--- src/shared/swm_pkg.sv ---
// constants, types and timing for the single-wire master configuration block
package swm_pkg;

	////////////////////////////////////////////////////////////////////////////
	// clock and counter sizing
	localparam int CLK_PERIOD_NS = 100;  // 10 MHz system clock
	localparam int CNT_W         = 16;   // interval counter width
	localparam int NIB_W         = 4;    // configuration nibble width
	localparam int BYTE_W        = 8;

	// least time in ns to whole cycles, never below one cycle
	function automatic int cyc_least(input int ns);
		int c;
		c = (ns + CLK_PERIOD_NS - 1) / CLK_PERIOD_NS;
		return (c < 1) ? 1 : c;
	endfunction

	////////////////////////////////////////////////////////////////////////////
	// bus timing in ns (standard / overdrive), plain defaults
	localparam int RESET_LOW_STD_NS   = 480000;  // reset_low_time
	localparam int RESET_HIGH_STD_NS  = 480000;  // release to end of reset
	localparam int RESET_LOW_OD_NS    = 48000;
	localparam int RESET_HIGH_OD_NS   = 48000;
	localparam int MASK_START_NS      = 2000;    // mask_start_time
	localparam int MASK_END_NS        = 8000;    // mask_end_time
	localparam int SHORT_STD_NS       = 9000;    // short_sample_time
	localparam int SHORT_OD_NS        = 1000;
	localparam int PRES_STD_NS        = 70000;   // presence_sample_time
	localparam int PRES_OD_NS         = 8500;
	localparam int SLOT_STD_NS        = 65000;   // whole standard slot
	localparam int SLOT_OD_NS         = 10000;
	localparam int W1_LOW_STD_NS      = 6000;
	localparam int W1_LOW_OD_NS       = 1000;
	localparam int W0_LOW_STD_NS      = 60000;
	localparam int W0_LOW_OD_NS       = 7500;
	localparam int SAMPLE_STD_NS      = 15000;   // sample point in slot
	localparam int SAMPLE_OD_NS       = 2000;
	localparam int APU_ON_NS          = 2500;    // active_pullup_on_time

	////////////////////////////////////////////////////////////////////////////
	// derived cycle counts, all below the counter range
	localparam logic [CNT_W-1:0] RLOW_OD_CYC =
		CNT_W'(cyc_least(RESET_LOW_OD_NS));
	localparam logic [CNT_W-1:0] RHIGH_OD_CYC =
		CNT_W'(cyc_least(RESET_HIGH_OD_NS - PRES_OD_NS));
	localparam logic [CNT_W-1:0] MASK_START_CYC =
		CNT_W'(cyc_least(MASK_START_NS));
	localparam logic [CNT_W-1:0] MASK_LEN_CYC =
		CNT_W'(cyc_least(MASK_END_NS - MASK_START_NS));
	localparam logic [CNT_W-1:0] SHORT_AFTER_MASK_CYC =
		CNT_W'(cyc_least(SHORT_STD_NS - MASK_END_NS));
	localparam logic [CNT_W-1:0] SHORT_STD_CYC =
		CNT_W'(cyc_least(SHORT_STD_NS));
	localparam logic [CNT_W-1:0] SHORT_OD_CYC =
		CNT_W'(cyc_least(SHORT_OD_NS));
	localparam logic [CNT_W-1:0] PRES_STD_CYC =
		CNT_W'(cyc_least(PRES_STD_NS - SHORT_STD_NS));
	localparam logic [CNT_W-1:0] PRES_OD_CYC =
		CNT_W'(cyc_least(PRES_OD_NS - SHORT_OD_NS));
	localparam logic [CNT_W-1:0] W1_LOW_STD_CYC =
		CNT_W'(cyc_least(W1_LOW_STD_NS));
	localparam logic [CNT_W-1:0] W1_LOW_OD_CYC =
		CNT_W'(cyc_least(W1_LOW_OD_NS));
	localparam logic [CNT_W-1:0] W0_LOW_STD_CYC =
		CNT_W'(cyc_least(W0_LOW_STD_NS));
	localparam logic [CNT_W-1:0] W0_LOW_OD_CYC =
		CNT_W'(cyc_least(W0_LOW_OD_NS));
	localparam logic [CNT_W-1:0] SAMP_STD_CYC =
		CNT_W'(cyc_least(SAMPLE_STD_NS - W1_LOW_STD_NS));
	localparam logic [CNT_W-1:0] SAMP_OD_CYC =
		CNT_W'(cyc_least(SAMPLE_OD_NS - W1_LOW_OD_NS));
	localparam logic [CNT_W-1:0] REST1_STD_CYC =
		CNT_W'(cyc_least(SLOT_STD_NS - SAMPLE_STD_NS));
	localparam logic [CNT_W-1:0] REST1_OD_CYC =
		CNT_W'(cyc_least(SLOT_OD_NS - SAMPLE_OD_NS));
	localparam logic [CNT_W-1:0] REST0_STD_CYC =
		CNT_W'(cyc_least(SLOT_STD_NS - W0_LOW_STD_NS));
	localparam logic [CNT_W-1:0] REST0_OD_CYC =
		CNT_W'(cyc_least(SLOT_OD_NS - W0_LOW_OD_NS));
	localparam logic [CNT_W-1:0] SAMP0_CYC    = CNT_W'(1);
	localparam logic [CNT_W-1:0] APU_ON_CYC   = CNT_W'(cyc_least(APU_ON_NS));

	////////////////////////////////////////////////////////////////////////////
	// read pointer codes and command set
	localparam logic [7:0] PTR_CODE_STATUS = 8'hf0;
	localparam logic [7:0] PTR_CODE_DATA   = 8'he1;
	localparam logic [7:0] PTR_CODE_CONFIG = 8'hc3;
	localparam int         LAST_BIT        = 7;

	typedef enum logic [2:0] {
		OP_DEV_RESET   = 3'h0,
		OP_WRITE_CFG   = 3'h1,
		OP_SET_PTR     = 3'h2,
		OP_BUS_RESET   = 3'h3,
		OP_SINGLE_BIT  = 3'h4,
		OP_WRITE_BYTE  = 3'h5
	} op_t;

	typedef enum logic [1:0] {
		PTR_STATUS = 2'h0,
		PTR_DATA   = 2'h1,
		PTR_CONFIG = 2'h2
	} ptr_t;

	typedef struct packed {
		op_t        op;     // decoded function command
		logic [7:0] param;  // parameter byte
	} cmd_t;

	// lower configuration nibble, bit 3 down to bit 0
	typedef struct packed {
		logic overdrive_select;
		logic strong_pullup_enable;
		logic presence_mask_enable;
		logic active_pullup_enable;
	} cfg_t;

	// status register, bit 7 down to bit 0
	typedef struct packed {
		logic branch_direction;
		logic triplet_second_bit;
		logic single_bit_result;
		logic reset_occurred_flag;
		logic line_level;
		logic short_detect;
		logic presence_detect_flag;
		logic line_busy_flag;
	} status_t;

	localparam cfg_t    CFG_RESET  = '0;
	localparam status_t STAT_RESET = '{reset_occurred_flag: 1'b1,
		default: 1'b0};

endpackage

--- src/design/interval_timer.sv ---
// reloadable down counter that times one bus phase
`timescale 1ns/10ps
module interval_timer #(
	parameter int WIDTH = 16
) (
	input  wire logic             clk,
	input  wire logic             rst,
	input  wire logic             load,      // start a new interval
	input  wire logic [WIDTH-1:0] load_val,  // interval length in cycles
	output logic                  done,      // last cycle of interval
	output logic                  running    // interval in progress
);

	logic [WIDTH-1:0] cnt_reg;  // cycles left
	logic [WIDTH-1:0] cnt_next;

	////////////////////////////////////////////////////////////////////////////
	// a load wins over the running count so phases chain without a gap
	always_comb begin
		cnt_next = cnt_reg;
		if (load) begin
			cnt_next = load_val;
		end else if (cnt_reg != '0) begin
			cnt_next = cnt_reg - WIDTH'(1);
		end
	end

	// register only
	always_ff @(posedge clk or posedge rst) begin
		if (rst) begin
			cnt_reg <= '0;
		end else begin
			cnt_reg <= cnt_next;
		end
	end

	assign done    = (cnt_reg == WIDTH'(1));
	assign running = (cnt_reg != '0);

endmodule

--- src/design/single_wire_master_config_status.sv ---
// configuration, status and bus timing of the single-wire master
`timescale 1ns/10ps
module single_wire_master_config_status #(
	parameter int RESET_LOW_CYC  =
		swm_pkg::cyc_least(swm_pkg::RESET_LOW_STD_NS),
	parameter int RESET_HIGH_CYC =
		swm_pkg::cyc_least(swm_pkg::RESET_HIGH_STD_NS - swm_pkg::PRES_STD_NS)
) (
	input  wire logic          clk,
	input  wire logic          rst,
	input  wire logic          cmd_valid,          // command strobe
	input  wire swm_pkg::cmd_t cmd,                // command and parameter
	output logic               cmd_ack,            // command taken
	output logic               cmd_nack,           // command refused
	input  wire logic          rd_strobe,          // host reads a byte
	output logic [7:0]         rd_data,            // selected register
	input  wire logic          io_in,              // bus line level
	output logic               io_out,             // bus drive value
	output logic               io_oe,              // pulldown active
	output logic               pullup_drive,       // pullup transistor on
	output logic               mask_slew_limit,    // slow falling edge
	output logic               ext_pullup_ctrl_n   // external mosfet, low on
);

	////////////////////////////////////////////////////////////////////////////
	// parameter checks
	if (RESET_LOW_CYC < 1 || RESET_LOW_CYC >= (1 << swm_pkg::CNT_W) ||
		RESET_HIGH_CYC < 1 || RESET_HIGH_CYC >= (1 << swm_pkg::CNT_W)) begin
		$error("reset counts do not fit the interval counter");
	end

	////////////////////////////////////////////////////////////////////////////
	// state and storage
	typedef enum logic [9:0] {
		S_IDLE  = 10'h001,  // no bus activity
		S_RLOW  = 10'h002,  // reset low pulse
		S_RWAIT = 10'h004,  // wait for mask start
		S_MASK  = 10'h008,  // masking pulldown
		S_SHORT = 10'h010,  // wait for short sample
		S_PRES  = 10'h020,  // wait for presence sample
		S_RTAIL = 10'h040,  // rest of reset high time
		S_SLOW  = 10'h080,  // slot low phase
		S_SSAMP = 10'h100,  // wait for slot sample
		S_SREST = 10'h200   // slot recovery
	} seq_state_t;

	seq_state_t       state_reg, state_next;
	swm_pkg::cfg_t    cfg_reg, cfg_next;        // bus_feature_config
	swm_pkg::status_t stat_reg, stat_next;      // bus_status_flags
	swm_pkg::ptr_t    ptr_reg, ptr_next;        // read pointer
	logic [7:0]       rdata_reg, rdata_next;    // read data register
	logic [7:0]       shift_reg, shift_next;    // byte being sent
	logic [2:0]       bit_idx_reg, bit_idx_next;
	logic             byte_mode_reg, byte_mode_next;  // write byte running
	logic             short_reg, short_next;    // short seen this reset
	logic             spu_pend_reg, spu_pend_next;    // strong armed
	logic             apu_arm_reg, apu_arm_next;      // await rising line
	logic             spu_arm_reg, spu_arm_next;      // strong on next rise
	logic             strong_reg, strong_next;        // strong pullup on
	logic             pull_reg, pull_next;            // pulldown drive
	logic             mask_reg, mask_next;            // mask edge slowing
	logic [7:0]       rd_reg, rd_next;                // output byte

	// timer handshakes
	logic                      tmr_load, tmr_done;
	logic [swm_pkg::CNT_W-1:0] tmr_val;
	logic                      apu_load, apu_running;

	logic od;        // overdrive timing in force
	logic bus_cmd;   // command that generates bus traffic
	logic cur_bit;   // bit of the running slot

	// pick standard or overdrive count
	function automatic logic [swm_pkg::CNT_W-1:0] spd(
		input logic                      ovd,
		input logic [swm_pkg::CNT_W-1:0] std_c,
		input logic [swm_pkg::CNT_W-1:0] ovd_c);
		return ovd ? ovd_c : std_c;
	endfunction

	////////////////////////////////////////////////////////////////////////////
	// phase timer and active pullup on-time timer
	interval_timer #(.WIDTH(swm_pkg::CNT_W)) phase_tmr (
		.clk      (clk),
		.rst      (rst),
		.load     (tmr_load),
		.load_val (tmr_val),
		.done     (tmr_done),
		.running  ()
	);

	interval_timer #(.WIDTH(swm_pkg::CNT_W)) apu_tmr (
		.clk      (clk),
		.rst      (rst),
		.load     (apu_load),
		.load_val (swm_pkg::APU_ON_CYC),
		.done     (),
		.running  (apu_running)
	);

	assign od      = cfg_reg.overdrive_select;
	assign cur_bit = shift_reg[bit_idx_reg];
	assign bus_cmd = (cmd.op == swm_pkg::OP_BUS_RESET) ||
		(cmd.op == swm_pkg::OP_SINGLE_BIT) ||
		(cmd.op == swm_pkg::OP_WRITE_BYTE);

	////////////////////////////////////////////////////////////////////////////
	// sequencer, registers and command decode
	always_comb begin
		state_next     = state_reg;
		cfg_next       = cfg_reg;
		stat_next      = stat_reg;
		ptr_next       = ptr_reg;
		rdata_next     = rdata_reg;
		shift_next     = shift_reg;
		bit_idx_next   = bit_idx_reg;
		byte_mode_next = byte_mode_reg;
		short_next     = short_reg;
		spu_pend_next  = spu_pend_reg;
		apu_arm_next   = apu_arm_reg;
		spu_arm_next   = spu_arm_reg;
		strong_next    = strong_reg;
		tmr_load       = 1'b0;
		tmr_val        = '0;
		apu_load       = 1'b0;
		cmd_ack        = 1'b0;
		cmd_nack       = 1'b0;

		if (apu_arm_reg && io_in) begin
			apu_load     = 1'b1;
			apu_arm_next = 1'b0;
		end
		if (spu_arm_reg && io_in) begin
			strong_next  = 1'b1;
			spu_arm_next = 1'b0;
		end

		case (state_reg)
			S_IDLE: begin
				// idle: only commands move the sequencer
			end
			S_RLOW: begin
				if (tmr_done) begin
					tmr_load = 1'b1;
					if (cfg_reg.presence_mask_enable && !od) begin
						state_next = S_RWAIT;
						tmr_val    = swm_pkg::MASK_START_CYC;
					end else begin
						state_next = S_SHORT;
						tmr_val    = spd(od, swm_pkg::SHORT_STD_CYC,
							swm_pkg::SHORT_OD_CYC);
					end
				end
			end
			S_RWAIT: begin
				if (tmr_done) begin
					state_next = S_MASK;
					tmr_load   = 1'b1;
					tmr_val    = swm_pkg::MASK_LEN_CYC;
				end
			end
			S_MASK: begin
				if (tmr_done) begin
					state_next = S_SHORT;
					tmr_load   = 1'b1;
					tmr_val    = swm_pkg::SHORT_AFTER_MASK_CYC;
				end
			end
			S_SHORT: begin
				if (tmr_done) begin
					short_next = !io_in;
					state_next = S_PRES;
					tmr_load   = 1'b1;
					tmr_val    = spd(od, swm_pkg::PRES_STD_CYC,
						swm_pkg::PRES_OD_CYC);
				end
			end
			S_PRES: begin
				if (tmr_done) begin
					stat_next.short_detect         = short_reg;
					stat_next.presence_detect_flag = !io_in && !short_reg;
					state_next = S_RTAIL;
					tmr_load   = 1'b1;
					tmr_val    = spd(od, swm_pkg::CNT_W'(RESET_HIGH_CYC),
						swm_pkg::RHIGH_OD_CYC);
				end
			end
			S_RTAIL: begin
				if (tmr_done) begin
					state_next               = S_IDLE;
					stat_next.line_busy_flag = 1'b0;
				end
			end
			S_SLOW: begin
				if (tmr_done) begin
					state_next = S_SSAMP;
					tmr_load   = 1'b1;
					tmr_val    = cur_bit ? spd(od, swm_pkg::SAMP_STD_CYC,
						swm_pkg::SAMP_OD_CYC) : swm_pkg::SAMP0_CYC;
					apu_arm_next = cfg_reg.active_pullup_enable;
					if (spu_pend_reg && (!byte_mode_reg ||
						bit_idx_reg == 3'(swm_pkg::LAST_BIT))) begin
						spu_arm_next  = 1'b1;
						apu_arm_next  = 1'b1;
						spu_pend_next = 1'b0;
					end
				end
			end
			S_SSAMP: begin
				if (tmr_done) begin
					shift_next[bit_idx_reg] = io_in;
					if (!byte_mode_reg) begin
						stat_next.single_bit_result = io_in;
					end
					state_next = S_SREST;
					tmr_load   = 1'b1;
					tmr_val    = cur_bit ? spd(od, swm_pkg::REST1_STD_CYC,
						swm_pkg::REST1_OD_CYC) : spd(od,
						swm_pkg::REST0_STD_CYC, swm_pkg::REST0_OD_CYC);
				end
			end
			S_SREST: begin
				if (tmr_done) begin
					if (byte_mode_reg &&
						bit_idx_reg != 3'(swm_pkg::LAST_BIT)) begin
						bit_idx_next = bit_idx_reg + 3'(1);
						state_next   = S_SLOW;
						tmr_load     = 1'b1;
						tmr_val      = shift_reg[bit_idx_reg + 3'(1)] ?
							spd(od, swm_pkg::W1_LOW_STD_CYC,
							swm_pkg::W1_LOW_OD_CYC) : spd(od,
							swm_pkg::W0_LOW_STD_CYC, swm_pkg::W0_LOW_OD_CYC);
					end else begin
						if (byte_mode_reg) begin
							rdata_next = shift_reg;
						end
						state_next               = S_IDLE;
						stat_next.line_busy_flag = 1'b0;
					end
				end
			end
			default: begin
				state_next = S_IDLE;
			end
		endcase

		// commands; device reset and pointer work at any time
		if (cmd_valid) begin
			case (cmd.op)
				swm_pkg::OP_DEV_RESET: begin
					cmd_ack    = 1'b1;
					cfg_next   = swm_pkg::CFG_RESET;
					stat_next  = swm_pkg::STAT_RESET;
					ptr_next   = swm_pkg::PTR_STATUS;
					state_next = S_IDLE;
					tmr_load   = 1'b1;
					tmr_val    = '0;
					spu_pend_next = 1'b0;
					apu_arm_next  = 1'b0;
					spu_arm_next  = 1'b0;
					strong_next   = 1'b0;
				end
				swm_pkg::OP_SET_PTR: begin
					cmd_ack = 1'b1;
					case (cmd.param)
						swm_pkg::PTR_CODE_STATUS: ptr_next = swm_pkg::PTR_STATUS;
						swm_pkg::PTR_CODE_DATA:   ptr_next = swm_pkg::PTR_DATA;
						swm_pkg::PTR_CODE_CONFIG: ptr_next = swm_pkg::PTR_CONFIG;
						default: begin
							cmd_ack  = 1'b0;
							cmd_nack = 1'b1;
						end
					endcase
				end
				swm_pkg::OP_WRITE_CFG: begin
					if (state_reg == S_IDLE &&
						cmd.param[7:4] == ~cmd.param[3:0]) begin
						cmd_ack  = 1'b1;
						cfg_next = swm_pkg::cfg_t'(cmd.param[3:0]);
						stat_next.reset_occurred_flag = 1'b0;
						ptr_next = swm_pkg::PTR_CONFIG;
						if (!cmd.param[2]) begin
							strong_next   = 1'b0;
							spu_arm_next  = 1'b0;
							spu_pend_next = 1'b0;
						end
					end else begin
						cmd_nack = 1'b1;
					end
				end
				default: begin
					if (bus_cmd && state_reg == S_IDLE) begin
						cmd_ack = 1'b1;
						stat_next.line_busy_flag = 1'b1;
						ptr_next   = swm_pkg::PTR_STATUS;
						tmr_load   = 1'b1;
						if (strong_reg) begin
							strong_next                   = 1'b0;
							cfg_next.strong_pullup_enable = 1'b0;
							spu_pend_next                 = 1'b0;
						end else begin
							spu_pend_next = cfg_reg.strong_pullup_enable;
						end
						byte_mode_next = (cmd.op == swm_pkg::OP_WRITE_BYTE);
						bit_idx_next   = '0;
						if (cmd.op == swm_pkg::OP_BUS_RESET) begin
							state_next    = S_RLOW;
							spu_pend_next = 1'b0;
							tmr_val = spd(od, swm_pkg::CNT_W'(RESET_LOW_CYC),
								swm_pkg::RLOW_OD_CYC);
						end else begin
							// single bit sends parameter bit 7
							shift_next = (cmd.op == swm_pkg::OP_WRITE_BYTE) ?
								cmd.param : {8{cmd.param[7]}};
							state_next = S_SLOW;
							tmr_val    = (cmd.op == swm_pkg::OP_WRITE_BYTE ?
								cmd.param[0] : cmd.param[7]) ? spd(od,
								swm_pkg::W1_LOW_STD_CYC, swm_pkg::W1_LOW_OD_CYC)
								: spd(od, swm_pkg::W0_LOW_STD_CYC,
								swm_pkg::W0_LOW_OD_CYC);
						end
					end else begin
						cmd_nack = 1'b1;
					end
				end
			endcase
		end

		// line level only on status read
		if (rd_strobe && ptr_reg == swm_pkg::PTR_STATUS) begin
			stat_next.line_level = io_in;
		end

		// drive derived from the next phase so pins follow state exactly
		pull_next = (state_next == S_RLOW) || (state_next == S_MASK) ||
			(state_next == S_SLOW);
		mask_next = (state_next == S_MASK);

		case (ptr_next)
			swm_pkg::PTR_DATA:   rd_next = rdata_next;
			swm_pkg::PTR_CONFIG: rd_next = {{swm_pkg::NIB_W{1'b0}}, cfg_next};
			default:             rd_next = stat_next;
		endcase
	end

	////////////////////////////////////////////////////////////////////////////
	// register only
	always_ff @(posedge clk or posedge rst) begin
		if (rst) begin
			state_reg     <= S_IDLE;
			cfg_reg       <= swm_pkg::CFG_RESET;
			stat_reg      <= swm_pkg::STAT_RESET;
			ptr_reg       <= swm_pkg::PTR_STATUS;
			rdata_reg     <= '0;
			shift_reg     <= '0;
			bit_idx_reg   <= '0;
			byte_mode_reg <= 1'b0;
			short_reg     <= 1'b0;
			spu_pend_reg  <= 1'b0;
			apu_arm_reg   <= 1'b0;
			spu_arm_reg   <= 1'b0;
			strong_reg    <= 1'b0;
			pull_reg      <= 1'b0;
			mask_reg      <= 1'b0;
			rd_reg        <= swm_pkg::STAT_RESET;
		end else begin
			state_reg     <= state_next;
			cfg_reg       <= cfg_next;
			stat_reg      <= stat_next;
			ptr_reg       <= ptr_next;
			rdata_reg     <= rdata_next;
			shift_reg     <= shift_next;
			bit_idx_reg   <= bit_idx_next;
			byte_mode_reg <= byte_mode_next;
			short_reg     <= short_next;
			spu_pend_reg  <= spu_pend_next;
			apu_arm_reg   <= apu_arm_next;
			spu_arm_reg   <= spu_arm_next;
			strong_reg    <= strong_next;
			pull_reg      <= pull_next;
			mask_reg      <= mask_next;
			rd_reg        <= rd_next;
		end
	end

	////////////////////////////////////////////////////////////////////////////
	// pins; the line is only ever pulled low, never driven high
	assign io_out          = 1'b0;
	assign io_oe           = pull_reg;
	assign mask_slew_limit = mask_reg;
	assign rd_data         = rd_reg;
	assign pullup_drive    = (apu_running || strong_reg) && !pull_reg;
	assign ext_pullup_ctrl_n = !strong_reg;

endmodule

--- config.mk ---
export PLATFORM = sky130hd
export DESIGN_NAME = single_wire_master_config_status
export DESIGN_NICKNAME = d
export VERILOG_FILES = /design/src/shared/swm_pkg.sv /design/src/design/interval_timer.sv /design/src/design/single_wire_master_config_status.sv
export SDC_FILE = /design/constraint.sdc
export NUM_CORES = 1
export LEC_CHECK = 0
export BUFFER_PORTS_ARGS = -buffer_cell sky130_fd_sc_hd__buf_2
export CORE_MARGIN = 1.5
export CORE_UTILIZATION = 30
export DETAILED_ROUTE_END_ITERATION = 8
export SLEW_MARGIN = 20
export SYNTH_ARGS = -nofsm -noshare
export SYNTH_HDL_FRONTEND = slang
export SYNTH_SLANG_ARGS = --single-unit
--- constraint.sdc ---
create_clock -name clk -period 3.4 [get_ports clk]
set_clock_uncertainty 0.05 [all_clocks]
set_input_delay 0.68 -clock clk [delete_from_list [all_inputs] [get_ports clk]]
set_output_delay 0.68 -clock clk [all_outputs]
set_load 0.02 [all_outputs]
==> results of run 1 <==
## cells in the mapped netlist (all sizes together) (6+ instances only)
cell	count
nor3	22
ha	8
o21ai	27
nand3	19
and2	6
nor4b	6
a22o	7
nand4	13
buf	10
nor2	50
a31oi	10
or3	9
mux2	11
a21oi	38
xnor2	21
nor4	19
dfrtp	88
inv	23
mux2i	12
a311oi	6
nor2b	9
o211ai	7
clkbuf	26
xor2	12
or4	7
nand2	50
## where the power goes
part	internal [mW]	leakage (nW)	switching [mW]	total [mW]
logic	0.466	1.34	0.637	1.10
registers	1.29	1.13	0.242	1.53
clock network	0.747	0.175	0.441	1.19
total	2.51	2.64	1.32	3.83
## metal layers
layer	vias to the layer above	part of all wire, %	global-route usage (%)
met5	-	0	0
met3	23	5.2	2.22
li1	2332	-	-
met2	149	45	25.8
met4	0	2.5	6.81
met1	2401	47	23.8
## worst max-delay path, cell delays in order (launching register included)
cell,delay (ps)
dfrtp_1,460
nor4_2,390
nand4b_1,240
buf_4,220
o31ai_1,230
a21oi_1,150
o21a_1,210
buf_2,150
## stage by stage
stage               setup WS [ps]  hold WS [ps]  area (µm²)
floorplan                     236           398        5650
global placement              150           425        6100
detailed placement           85.2           424        6100
CTS                           144           442        6460
global route                  144           467        6470
finish                        273           438        6470
## path summary, 6_finish.rpt
kind,start,to,slack [ps]
min in group clk,stat_reg[6],stat_reg[6],440
hold reg to reg,stat_reg[6],stat_reg[6],440
hold / removal,rst,state_reg[6],440
max in group asynchronous,rst,phase_tmr.cnt_reg[6],2160
setup reg to reg,state_reg[8],rd_data[4],340
setup / recovery,state_reg[8],cmd_nack,270
## logic make-up (layout without fill, tap and decap cells)
logic type	after synthesis	in the layout	synth area share, %
XOR/XNOR	33	33	5.12
other	1	1	0.0664
adder cells (fa/ha/maj)	8	8	1.77
buffers and inverters	59	92	4.36
multiplexers	27	27	5.91
AO/OA/AOI/OAI	146	146	18.0
AND/OR/NAND/NOR	243	243	24.4
flip-flops	91	91	40.4
## cells in the final DEF, fill, tap and decap left out, drive strengths merged, types with 7 or more instances in the layout
master / n
a22o: 7
ha: 8
nand4: 13
dfrtp: 88
mux2i: 12
o21ai: 27
inv: 25
nor2b: 9
or4: 7
a31oi: 10
buf: 53
clkbuf: 10
nor4: 19
nor2: 50
xor2: 12
nor3: 22
mux2: 11
a21oi: 38
nand3: 19
o211ai: 7
xnor2: 21
or3: 9
nand2: 50
## cell type report
cell class	instances	area, µm²	area share [%]
well taps	234	293	4.53
multi-input cells	458	3120	48.3
clock buffers	10	239	3.69
inverters	23	88.8	1.37
clock inverters	6	119	1.84
repair buffers	53	325	5.03
flip-flops and latches	91	2280	35.3
==> results.cfg, run 1 <==
[outcome]
status = complete, no violations

[die]
dieArea_um2 = 19700
pin_count = 31
die_y_um = 140
start_util_pct = 30.4
placementRows = 50
fp.dieW_um = 140
coreArea_um2 = 18600

[final_layout]
fin_util_pct = 34.8
nets = 660
n_antenna_cell = 0
layout.cells.non_filler = 875
syn_to_final_growth_pct = 14.5
num-fill-cells = 1859
drive_gt1_share_pct = 17.2

[timing]
post-route-min-period_ps = 3130
rsz0062_at_grt = no
timing.fmax_ghz = 0.320
fin_crit_sh_pct = 92.0
max_slew.worst_pin.slew_ps = 852
setup-violations-final = 0
slew_headroom_pct = 43.2
fin_tns_setup_ps = 0
final-hold-violation-count = 0
maxSlewViolCount = 0

[clock_network]
postCtsHoldBufs = 0
clock_path_buffers = 2
cts_root_buffer = clkbuf_16
clk_latency_ps = 350
cts_resized = 0
cts_setup_buffers = 0
h-tree-depth = 3
cts_tree = yes
cts.clk_slew.worst_paths_ps = 60
cts.sinks = 91
cts_buffers = 9

[synthesis]
ys_ff_latch = 91
async_flop_share_pct = 100
syn_avg_cell_area_um2 = 9.29
yosysWarningCount = 0
ys_types = 80
yosysSeqAreaShare_pct = 40.4
syn_area_um2 = 5650
syn-num-nets = 632
ys.flop_type = dfrtp_1
synth_top_cell_by_area = dfrtp_1
synth_edf_count = 0
synth_top_area_share_pct = 39.0
syn_inst = 608
synthTopCellsByArea = dfrtp_1 (39%), a21oi_1 (3.4%), nand2_1 (3.3%)

[setup_path]
start_kind = flop
end_kind = primary output
reg2regPathDepth = 10
critical_path_required_ps = 2670
path_max_fanout = 8
path_class = reg -> out
crit_arrival_ps = 2400

[global_route]
grt_util_all_layers_pct = 16.8
grt_pass1_wl_mm = 25.9
grt_pass1_vias = 4729
grt_max_degree = 68
grt_overflow_total = 0
antenna_found_initial = 0

[drt]
drtPass1Iterations = 5
vias = 4905
drcViolationCount = 0
vias_per_cell = 5.61
final_antenna_net_count = 0
first_iter_violations = 377
routedWlPerCell_um = 17.8
wl_mm = 15.6

[job]
drv_cap = 0

[placed_design]
hpwl_mm = 11.5
io_buffer_count = 29
gp_congestion = 0.905
dpl.cell_count = 858

[hold_path]
min_path_type = in -> async

[pwr]
p_per_area_nw_per_um2 = 591
p_leak_nw = 2.64
power_mw = 3.83
irDropWorstVdd_v = 0.000249
(Power assumes the default switching activity.)
==> run 2: changes to the inputs <==
--- a/config.mk
+++ b/config.mk
@@ -9,6 +9,7 @@
 export CORE_MARGIN = 1.5
 export CORE_UTILIZATION = 30
 export DETAILED_ROUTE_END_ITERATION = 8
+export SETUP_SLACK_MARGIN = 0.15
 export SLEW_MARGIN = 20
 export SYNTH_ARGS = -nofsm -noshare
 export SYNTH_HDL_FRONTEND = slang
==> constraint.sdc (replaced) <==
create_clock -name clk -period 2.8 [get_ports clk]
set_clock_uncertainty 0.05 [all_clocks]
set_input_delay 0.56 -clock clk [delete_from_list [all_inputs] [get_ports clk]]
set_output_delay 0.56 -clock clk [all_outputs]
set_load 0.02 [all_outputs]
==> run 2 against run 1 <==
First-iteration DRC count rose by 20%; largest cell class unchanged; wire length rose by 6.1%; setup slack worse by 120 ps; global-route usage rose by 0.46 points; critical endpoint unchanged; critical path depth unchanged; non-clock buffer count increased by 49; hold slack got worse by 240 ps; flip-flop and latch count unchanged; total power rose by 21%.
==> results.cfg, run 2 (synthesized netlist as in run 1, its figures left out) <==
[setup_path]
path_max_fanout = 5
reg2regPathDepth = 8
r2r_setup_slack_ps = 160
crit_arrival_ps = 2040
critical_path_required_ps = 2190
end_kind = primary output
start_kind = flop
endpoint = cmd_nack
rr_startpoint = state_reg[3]
startpoint = state_reg[6]
path_class = reg -> out
rr_endpoint = phase_tmr.cnt_reg[9]

[clock_network]
cts_tree = yes
cts_buffers = 9
cts_root_buffer = clkbuf_16
h-tree-depth = 3
cts.clk_slew.worst_paths_ps = 70
clock_path_buffers = 2
clk_latency_ps = 350
cts.sinks = 91
postCtsHoldBufs = 0

[timing]
final-hold-violation-count = 0
rsz0062_at_grt = yes
maxSlewViolCount = 0
timing.fmax_ghz = 0.378
slew_headroom_pct = 60.2
fin_crit_sh_pct = 94.6
setup-violations-final = 0
post-route-min-period_ps = 2650
max_slew.worst_pin.slew_ps = 593

[drt]
routedWlPerCell_um = 17.9
vias = 5187
drtPass1Iterations = 7
vias_per_cell = 5.61
routed.top_layer = met4
routed-wl-met2_mm = 7.23
wl_mm = 16.5
final_antenna_net_count = 0
drt-met1-wl_mm = 7.94
dr_wl_met3_um = 880
drcViolationCount = 0
first_iter_violations = 453

[final_layout]
layout_commonest_cell = dfrtp_1
syn_to_final_growth_pct = 24.4
layout.cells.non_filler = 924
nets = 709
num-fill-cells = 1849
final_cell_mix = dfrtp_1 (86), buf_4 (64), nand2_1 (50)
drive_gt1_share_pct = 26.7
stdcell_area_um2 = 7030
n_antenna_cell = 0
fin_util_pct = 37.8

[global_route]
grt_pass1_vias = 4946
grt_overflow_total = 0
grt_pass1_wl_mm = 26.7
antenna_found_initial = 0
grt_max_degree = 45
grt_util_all_layers_pct = 17.2

[pwr]
seqPwrFrac_pct = 40.5
irDropWorstVdd_v = 0.000262
p_leak_nw = 2.92
internal_power_mw = 2.88
p_per_area_nw_per_um2 = 657
power_frac_comb_pct = 33.4
switching_share_pct = 37.5
power_switching_mw = 1.73
clkPwrFrac_pct = 26.0

[hold_path]
min_path_type = in -> async

[placed_design]
dpl.cell_count = 892
io_buffer_count = 29
hpwl_mm = 12.1
placed_area_um2 = 6450
gp_congestion = 0.915

[die]
coreArea_um2 = 18600
placementRows = 50
fp.dieW_um = 140
dieArea_um2 = 19700
pin_count = 31
die_y_um = 140
start_util_pct = 30.4

[outcome]
status = complete, no violations

[job]
drv_cap = 0
## run 2: cell types whose count changed in the layout (fill, tap and decap cells not counted), sizes merged
cell | previous run | this run
buf | 53 | 102
clkbuf | 10 | 9
clkinvlp | 0 | 3
clkinv | 1 | 2
bufinv | 3 | 0
## run 2: critical path: stages, from the launching register on
cell and delay (ps):
dfrtp_1 410, nor4_4 320, nand4b_1 150, buf_6 170
o31ai_4 190, a21oi_2 130, o21a_1 190, buf_6 130
## run 2: repair_timing
item	in CTS	in global routing
setup endpoints to repair	7	34
pin swaps	2	18
buffers inserted	7	8
cloned	0	1
hold endpoints to repair	0	0
gates resized for setup	12	26
## run 2: final cells by class
| type | instances | area, µm² | area share (%) |
|---|---|---|---|
| multi-input combinational | 458 | 3310 | 47.0 |
| sequential | 91 | 2280 | 32.5 |
| clock buffer | 9 | 225 | 3.20 |
| inverter | 23 | 90.1 | 1.28 |
| timing repair buffer | 102 | 763 | 10.9 |
| tap | 234 | 293 | 4.16 |
| clock inverter | 7 | 68.8 | 0.979 |
## run 2: worst min path at each step
stage / startpoint / to / slack, ps
global placement: stat_reg[7] / stat_reg[7] / 420
floorplan: stat_reg[0] / stat_reg[0] / 400
finish: rst / phase_tmr.cnt_reg[14] / 200
detailed placement: stat_reg[6] / stat_reg[6] / 430
CTS: rst / phase_tmr.cnt_reg[14] / 220
global route: rst / phase_tmr.cnt_reg[14] / 240
## run 2: through the flow
stage	setup WS, ps	hold WS [ps]	total power, mW	setup TNS (ps)
detailed placement	-17.6	430	3.25	-29.2
global route	72.4	244	4.86	0
CTS	66.3	221	4.54	0
finish	152	202	4.62	0
global placement	-7.08	425	3.23	-11.8
floorplan	128	398	2.83	0
## run 2: per-layer routing
| layer | up-vias | global-route usage [%] |
|---|---|---|
| met4 | 0 | 8.42 |
| met2 | 189 | 25.5 |
| li1 | 2422 | - |
| met5 | - | 0 |
| met3 | 42 | 2.43 |
| met1 | 2534 | 24.6 |
## run 2: power by group through the flow
| stage | logic [mW] | clock network, mW | registers (mW) |
|---|---|---|---|
| global placement | 1.37 | 0 | 1.86 |
| finish | 1.54 | 1.20 | 1.87 |
| CTS | 1.46 | 1.23 | 1.85 |
| floorplan | 1.04 | 0 | 1.79 |
| detailed placement | 1.38 | 0 | 1.87 |
| global route | 1.69 | 1.27 | 1.90 |
